**src/rtl/otfs_pkg.sv**
```systemverilog
// Package for the overtemperature fault supervisor: constants and carrier types
package otfs_pkg;
	localparam int NUM_CH = 5;
	localparam int CLK_MHZ = 40;
	// Deglitch time, least figure in us, rounded up to cycles
	localparam int DEGLITCH_MIN_US = 2;
	localparam int DEGLITCH_CYC = DEGLITCH_MIN_US * CLK_MHZ;
	// Autorestart, nominal figure in ms
	localparam int AUTORESTART_MS = 64;
	localparam int AUTORESTART_CYC = AUTORESTART_MS * 1000 * CLK_MHZ;
	// Wake-up blanking, nominal figure in us
	localparam int BLANKING_US = 50;
	localparam int BLANKING_CYC = BLANKING_US * CLK_MHZ;
	localparam int DG_W = 8;
	localparam int AR_W = 22;
	localparam int BL_W = 12;
	localparam logic WARN_SEL_RST = 1'h0;
	// Per channel comparator results
	typedef struct packed {
		logic warn_hi;
		logic warn_lo;
		logic shut;
	} otfs_temp_t;
	// Per channel reported status
	typedef struct packed {
		logic heat_warning;
		logic heat_shutdown;
	} otfs_stat_t;
endpackage

```
**src/rtl/otfs_channel.sv**
```systemverilog
// One channel of overtemperature warning, deglitch and shutdown latch
`timescale 1ns/100ps
`default_nettype none
module otfs_channel
	import otfs_pkg::*;
(
	input wire logic clk,
	input wire logic sys_rst,
	input wire otfs_temp_t temp,
	input wire logic warn_sel,
	input wire logic blank,
	input wire logic fail_mode,
	input wire logic status_read,
	input wire logic on_write,
	input wire logic mode_change,
	input wire logic retry,
	output var otfs_stat_t stat,
	output logic out_enable
);
	logic [DG_W-1:0] dg_cnt_ff;
	logic [DG_W-1:0] nxt_dg_cnt;
	logic warn_ff;
	logic shut_ff;
	logic off_ff;
	logic [1:0] rd_arm_ff;
	// Selected warning comparator for this channel
	wire warn_now = warn_sel ? temp.warn_lo : temp.warn_hi;
	wire shut_now = temp.shut & ~blank;
	wire warn_ev = warn_now & ~blank;
	wire trip = shut_now && (dg_cnt_ff == DG_W'(DEGLITCH_CYC - 1));
	// Restart only when the condition has gone
	wire restart = off_ff & ~temp.shut & ((~fail_mode & on_write) | (fail_mode & mode_change));
	wire clr_warn = status_read & rd_arm_ff[1];
	wire clr_shut = status_read & rd_arm_ff[0];

	// Deglitch counter restarts on any dropout of the shutdown compare
	assign nxt_dg_cnt = !shut_now ? '0 : (trip ? dg_cnt_ff : dg_cnt_ff + DG_W'(1));

	// Counter register
	always_ff @(posedge clk or posedge sys_rst) begin
		if (sys_rst) begin
			dg_cnt_ff <= '0;
		end else begin
			dg_cnt_ff <= nxt_dg_cnt;
		end
	end

	// A read clears a flag only once its condition has gone; a new event wins
	always_ff @(posedge clk or posedge sys_rst) begin
		if (sys_rst) begin
			warn_ff <= 1'h0;
			shut_ff <= 1'h0;
			off_ff <= 1'h0;
			rd_arm_ff <= 2'h0;
		end else begin
			warn_ff <= warn_ev | (warn_ff & ~clr_warn);
			shut_ff <= trip | (shut_ff & ~clr_shut);
			off_ff <= trip | (off_ff & ~restart & ~(fail_mode & retry & ~temp.shut));
			rd_arm_ff <= {~warn_now, ~temp.shut};
		end
	end

	// Output gating is a single flop so the switch-off lands with the status
	assign out_enable = ~off_ff;
	assign stat.heat_warning = warn_ff;
	assign stat.heat_shutdown = shut_ff;
endmodule
`default_nettype wire

```
**src/rtl/otfs_top.sv**
```systemverilog
// Top of the five channel overtemperature fault supervisor
// Overview of operation
// - Each of five channels protected independently.
// - Warning flags status, output stays unchanged.
// - Shutdown after deglitch, status set in the same cycle.
// - Report in quick and channel status.
// - Select bit zero high, one low threshold.
// - Warning clears: temperature low, then read.
// - Normal mode restart needs ON write.
// - Shutdown latched until gone, then read.
// - Fail mode restart needs mode transition.
// - Fail mode autorestart retry every 64 ms.
// - Ignore faults during wake-up blanking.
`timescale 1ns/100ps
`default_nettype none
module otfs_top
	import otfs_pkg::*;
#(
	parameter int AUTORESTART_CYCLES = AUTORESTART_CYC,
	parameter int BLANKING_CYCLES = BLANKING_CYC
)
(
	input wire logic clk,
	input wire logic sys_rst,
	input wire otfs_temp_t [NUM_CH-1:0] temp_pins,
	input wire logic warn_threshold_select,
	input wire logic fail_mode,
	input wire logic wake_up,
	input wire logic mode_change,
	input wire logic [NUM_CH-1:0] status_read,
	input wire logic [NUM_CH-1:0] on_write,
	input wire logic quick_status_read,
	output var otfs_stat_t [NUM_CH-1:0] channel_status,
	output var otfs_stat_t quick_status,
	output logic [NUM_CH-1:0] out_enable,
	output logic blanking
);
	// Two stage synchroniser for the comparator levels
	otfs_temp_t [NUM_CH-1:0] temp_s1_ff;
	otfs_temp_t [NUM_CH-1:0] temp_s2_ff;

	// Wake-up blanking counter, its next value and end of window
	logic [BL_W-1:0] bl_cnt_ff;
	logic [BL_W-1:0] nxt_bl_cnt;
	logic bl_done;

	// Autorestart interval counter, its next value and the retry tick
	logic [AR_W-1:0] ar_cnt_ff;
	logic [AR_W-1:0] nxt_ar_cnt;
	logic ar_tick;

	// Shared threshold select, one flop for all channels
	logic sel_ff;

	// Quick status flops and their next values
	otfs_stat_t qs_ff;
	logic nxt_qs_warn;
	logic nxt_qs_shut;

	// Per channel flags gathered for the quick status
	logic [NUM_CH-1:0] w_any;
	logic [NUM_CH-1:0] s_any;
	logic any_warn;
	logic any_shut;

	// Pin synchroniser; comparators are asynchronous to clk
	always_ff @(posedge clk or posedge sys_rst) begin
		if (sys_rst) begin
			temp_s1_ff <= '0;
			temp_s2_ff <= '0;
		end else begin
			temp_s1_ff <= temp_pins;
			temp_s2_ff <= temp_s1_ff;
		end
	end

	// Select bit registered once, shared by all channels
	always_ff @(posedge clk or posedge sys_rst) begin
		if (sys_rst) begin
			sel_ff <= WARN_SEL_RST;
		end else begin
			sel_ff <= warn_threshold_select;
		end
	end

	// Blanking window decode; a standing wake-up keeps the window open
	assign bl_done = (bl_cnt_ff == BL_W'(BLANKING_CYCLES));
	assign nxt_bl_cnt = wake_up ? '0 : (bl_done ? bl_cnt_ff : bl_cnt_ff + BL_W'(1));
	assign blanking = ~bl_done;

	// Blanking counter; saturates so the window never reopens by itself
	always_ff @(posedge clk or posedge sys_rst) begin
		if (sys_rst) begin
			bl_cnt_ff <= '0;
		end else begin
			bl_cnt_ff <= nxt_bl_cnt;
		end
	end

	// Autorestart tick decode; held at zero outside fail mode
	assign ar_tick = (ar_cnt_ff == AR_W'(AUTORESTART_CYCLES - 1));
	assign nxt_ar_cnt = (!fail_mode || ar_tick) ? '0 : ar_cnt_ff + AR_W'(1);

	// Autorestart counter; one shared interval, so retries align
	always_ff @(posedge clk or posedge sys_rst) begin
		if (sys_rst) begin
			ar_cnt_ff <= '0;
		end else begin
			ar_cnt_ff <= nxt_ar_cnt;
		end
	end

	// One channel instance each
	genvar g;
	generate
		for (g = 0; g < NUM_CH; g++) begin : g_ch
			otfs_channel u_ch (
				.clk(clk),
				.sys_rst(sys_rst),
				.temp(temp_s2_ff[g]),
				.warn_sel(sel_ff),
				.blank(blanking),
				.fail_mode(fail_mode),
				.status_read(status_read[g]),
				.on_write(on_write[g]),
				.mode_change(mode_change),
				.retry(ar_tick),
				.stat(channel_status[g]),
				.out_enable(out_enable[g])
			);
			assign w_any[g] = channel_status[g].heat_warning;
			assign s_any[g] = channel_status[g].heat_shutdown;
		end
	endgenerate

	// Quick status gather; a standing channel flag beats a quick read
	assign any_warn = |w_any;
	assign any_shut = |s_any;
	assign nxt_qs_warn = any_warn | (qs_ff.heat_warning & ~quick_status_read);
	assign nxt_qs_shut = any_shut | (qs_ff.heat_shutdown & ~quick_status_read);

	// Quick status register, one cycle behind the channel flags
	always_ff @(posedge clk or posedge sys_rst) begin
		if (sys_rst) begin
			qs_ff <= '0;
		end else begin
			qs_ff.heat_warning <= nxt_qs_warn;
			qs_ff.heat_shutdown <= nxt_qs_shut;
		end
	end
	assign quick_status = qs_ff;
endmodule
`default_nettype wire

```
**config.mk**
```make
export PLATFORM = sky130hd
export DESIGN_NAME = otfs_top
export DESIGN_NICKNAME = d
export VERILOG_FILES = /design/src/rtl/otfs_pkg.sv /design/src/rtl/otfs_channel.sv /design/src/rtl/otfs_top.sv
export SDC_FILE = /design/constraint.sdc
export NUM_CORES = 1
export LEC_CHECK = 0
export BUFFER_PORTS_ARGS = -buffer_cell sky130_fd_sc_hd__buf_2
export CORE_MARGIN = 2
export CORE_UTILIZATION = 40
export DETAILED_ROUTE_END_ITERATION = 6
export PLACE_DENSITY = 0.61
export SLEW_MARGIN = 20
export SYNTH_ARGS = -nofsm -noshare
export SYNTH_HDL_FRONTEND = slang
export SYNTH_SLANG_ARGS = --single-unit
```
**constraint.sdc**
```tcl
create_clock -name clk -period 3.42 [get_ports clk]
set_input_delay 0.171 -clock clk [delete_from_list [all_inputs] [get_ports clk]]
set_output_delay 0.171 -clock clk [all_outputs]
set_load 0.1 [all_outputs]
```
==> impl_metrics.yaml <==
timing:
  period_minus_slack_ns: 2.57
  maxSlewHeadroom: 0.391
  fmax_ghz: 0.389
  worst_slew_pin_slew_ns: 0.912
  fin_tns_setup_ns: 0
  skew_ns: 0.00773
  setup_violations: 0
  rsz0062_at_grt: "false"
  maxSlewViolCount: 0
  period_share: 0.752
  hold_violations: 0
  fin_ws_ns: 0.848
job:
  drv_cap: 0
route:
  wire_per_inst_um: 14.0
  wirelength_mm: 10.8
  ant_nets: 0
  drc: 0
  first_pass_iters: 4
  routed_via_density: 4.96
  drtIter0Drc: 210
  num_vias: 3821
worst_setup_path:
  rrSetupSlack_ns: 1.14
  cp-start-kind: "flip-flop"
  end_kind: "output port"
  worstPathRequired_ns: 3.25
  cp.arrival_ns: 2.40
  r2r_start: "ar_cnt_ff[0]$_DFF_PP0_"
  r2r_end: "g_ch[4].u_ch.off_ff$_DFF_PP0_"
  cp_max_fo: 10
  crit_type: "flip-flop to output port"
  ff2ff_path_depth: 5
die:
  initial_core_util: 0.405
  die_area_mm2: 0.0149
  core_mm2: 0.0137
  ios: 50
  die_x_um: 122
  num_rows: 43
  die_h_um: 122
clocking:
  ctsHoldBuffers: 17
  cts-resized-gates: 0
  clkTransAtPathRegs_ns: 0.06
  htreeDepth: 4
  clock_sinks: 132
  cts_tree: "yes"
  cts_root_buf: "clkbuf_16"
  clock_latency_ns: 0.42
  clk_path_buf_depth: 2
  postCtsSetupRepairBufs: 0
  cts_buffers: 17
power:
  peakVddDrop_uv: 354
  p_leak_nw: 2.95
  p_total_mw: 3.44
  power_density_mw_per_mm2: 516
logic_synthesis:
  ys_ff_latch: 132
  avgSynthCellArea_um2: 10.8
  synth_top_area_cell: "dfrtp_1"
  yosysTopAreaCellShare: 0.594
  synth_nets: 554
  netlist_area_mm2: 0.00556
  ys.flop_type: "dfrtp_1"
  yosysWarnings: 0
  synth_area_leaders: "dfrtp_1 59%, nor2_1 4.7%, xor2_1 3.6%"
  synthArstFlopShare: 1.00
  synth_top_cells_by_count: "132 x dfrtp_1, 69 x nor2_1, 49 x nand2_1"
  synth_edf_count: 0
  synth_cell_types: 41
  synth_most_common_cell: "dfrtp_1"
  syn_inst: 514
  ys_seq_area_frac: 0.594
global_routing:
  grt_max_degree: 48
  antenna_found_initial: 0
  grtUsageTotal: 0.159
  grt_pass1_wl_mm: 18.1
  grt_pass1_vias: 3649
  grt_overflow: 0
final_layout:
  layout.nets: 618
  drive_above_1_share: 0.164
  antennaDiodeCount: 0
  final_area_mm2: 0.00666
  area_growth_syn_to_layout_pct: 19.8
  final_util: 0.486
place:
  portBuffers: 49
  dp_hpwl_mm: 7.44
  post-place-ws_ns: 1.14
  gp_congestion: 0.756
  placed_area_mm2: 0.00592
outcome:
  status: "finished, final reports clean"
worst_hold_path:
  min_from: "status_read[1]"
  min_delay_path_depth: 4
  holdPathEnd: "g_ch[1].u_ch.shut_ff$_DFF_PP0_"
  hold_path.class: "primary input to flip-flop"
[metrics by stage]
stage          hold slack, ns  instances
3_5_place_dp            0.280        722
3_3_place_gp            0.278        722
5_1_grt                0.0404        771
6_report               0.0514        771
4_1_cts                0.0384        771
2_1_floorplan           0.202        514
[power by group]
part           internal (mW)  total [mW]  switching (mW)
clock network           1.02        1.72           0.693
logic                 0.0432       0.108          0.0652
registers               1.59        1.61          0.0181
total                   2.66        3.44           0.777
[how the worst max path moves through the flow]
stage                               endpoint                     start  slack [ns]
2_1_floorplan       bl_cnt_ff[1]$_DFFE_PP0P_  bl_cnt_ff[3]$_DFFE_PP0P_        1.33
6_report                            blanking  bl_cnt_ff[0]$_DFFE_PP0P_        0.85
5_1_grt                             blanking  bl_cnt_ff[0]$_DFFE_PP0P_        0.65
3_3_place_gp          ar_cnt_ff[5]$_DFF_PP0_    ar_cnt_ff[0]$_DFF_PP0_        1.21
3_5_place_dp   g_ch[4].u_ch.off_ff$_DFF_PP0_    ar_cnt_ff[0]$_DFF_PP0_        1.14
4_1_cts                             blanking  bl_cnt_ff[0]$_DFFE_PP0P_        0.76
[sequential cells by signal (all words and copies together) (netlist names), 2 cells and up]
| register | flops |
|---|---|
| g_ch.u_ch.rd_arm_ff | 10 |
| g_ch.u_ch.shut_ff | 5 |
| temp_s2_ff | 15 |
| ar_cnt_ff | 22 |
| g_ch.u_ch.warn_ff | 5 |
| g_ch.u_ch.off_ff | 5 |
| temp_s1_ff | 15 |
| bl_cnt_ff | 12 |
| g_ch.u_ch.dg_cnt_ff | 40 |
| quick_status | 2 |
[logic make-up (layout without fill, tap and decap cells)]
logic type / after synthesis / after routing / share of synthesized area
muxes: 10 / 10 / 0.0180
buffers and inverters: 43 / 120 / 0.0409
AOI/OAI and AO/OA: 64 / 64 / 0.0709
adders and majority gates: 8 / 8 / 0.0180
DFF: 132 / 132 / 0.594
and+or+nand+nor: 217 / 217 / 0.195
xor gates and xnor gates: 40 / 40 / 0.0630
[metal layers]
metal  track usage  share of wire
met3        0.0515          0.043
met4        0.0560          0.015
met2         0.242           0.46
met1         0.216           0.48
met5             0              0
[layout by cell type, fill, tap and decap left out, types with 4 or more instances in the layout]
cell type | synthesis | routed
a21oi_1 | 18 | 18
nand2_1 | 49 | 49
dlygate4sd3_1 | 0 | 17
nor3_1 | 17 | 17
and4_1 | 4 | 4
mux2i_1 | 10 | 10
or3b_2 | 5 | 5
ha_1 | 8 | 8
a32oi_1 | 5 | 5
o31ai_1 | 8 | 8
o21ai_0 | 23 | 23
nand4_1 | 8 | 8
inv_1 | 20 | 19
buf_2 | 2 | 49
clkbuf_16 | 0 | 17
nor2_1 | 69 | 69
dfrtp_1 | 132 | 132
nor3b_1 | 5 | 5
xor2_1 | 23 | 23
nand3_1 | 23 | 23
and3_1 | 8 | 8
clkinvlp_4 | 0 | 5
xnor2_1 | 17 | 17
or3_1 | 12 | 12
[worst max-delay path, stage by stage (launching register included)]
cell       delay, ns
dfrtp_1         0.43
inv_1           0.11
ha_1            0.15
nand4bb_1       0.20
nor3_4          0.50
inv_1           0.24
buf_2           0.35
[final cells by class]
class	instances	area, um^2
timing repair buffer	68	455
clock inverter	14	130
multi-input combinational	339	2030
clock buffer	18	439
fill	1254	7060
tap	180	225
sequential	132	3300
inverter	20	78.8
No activity file was read; power rests on OpenSTA's default activity.
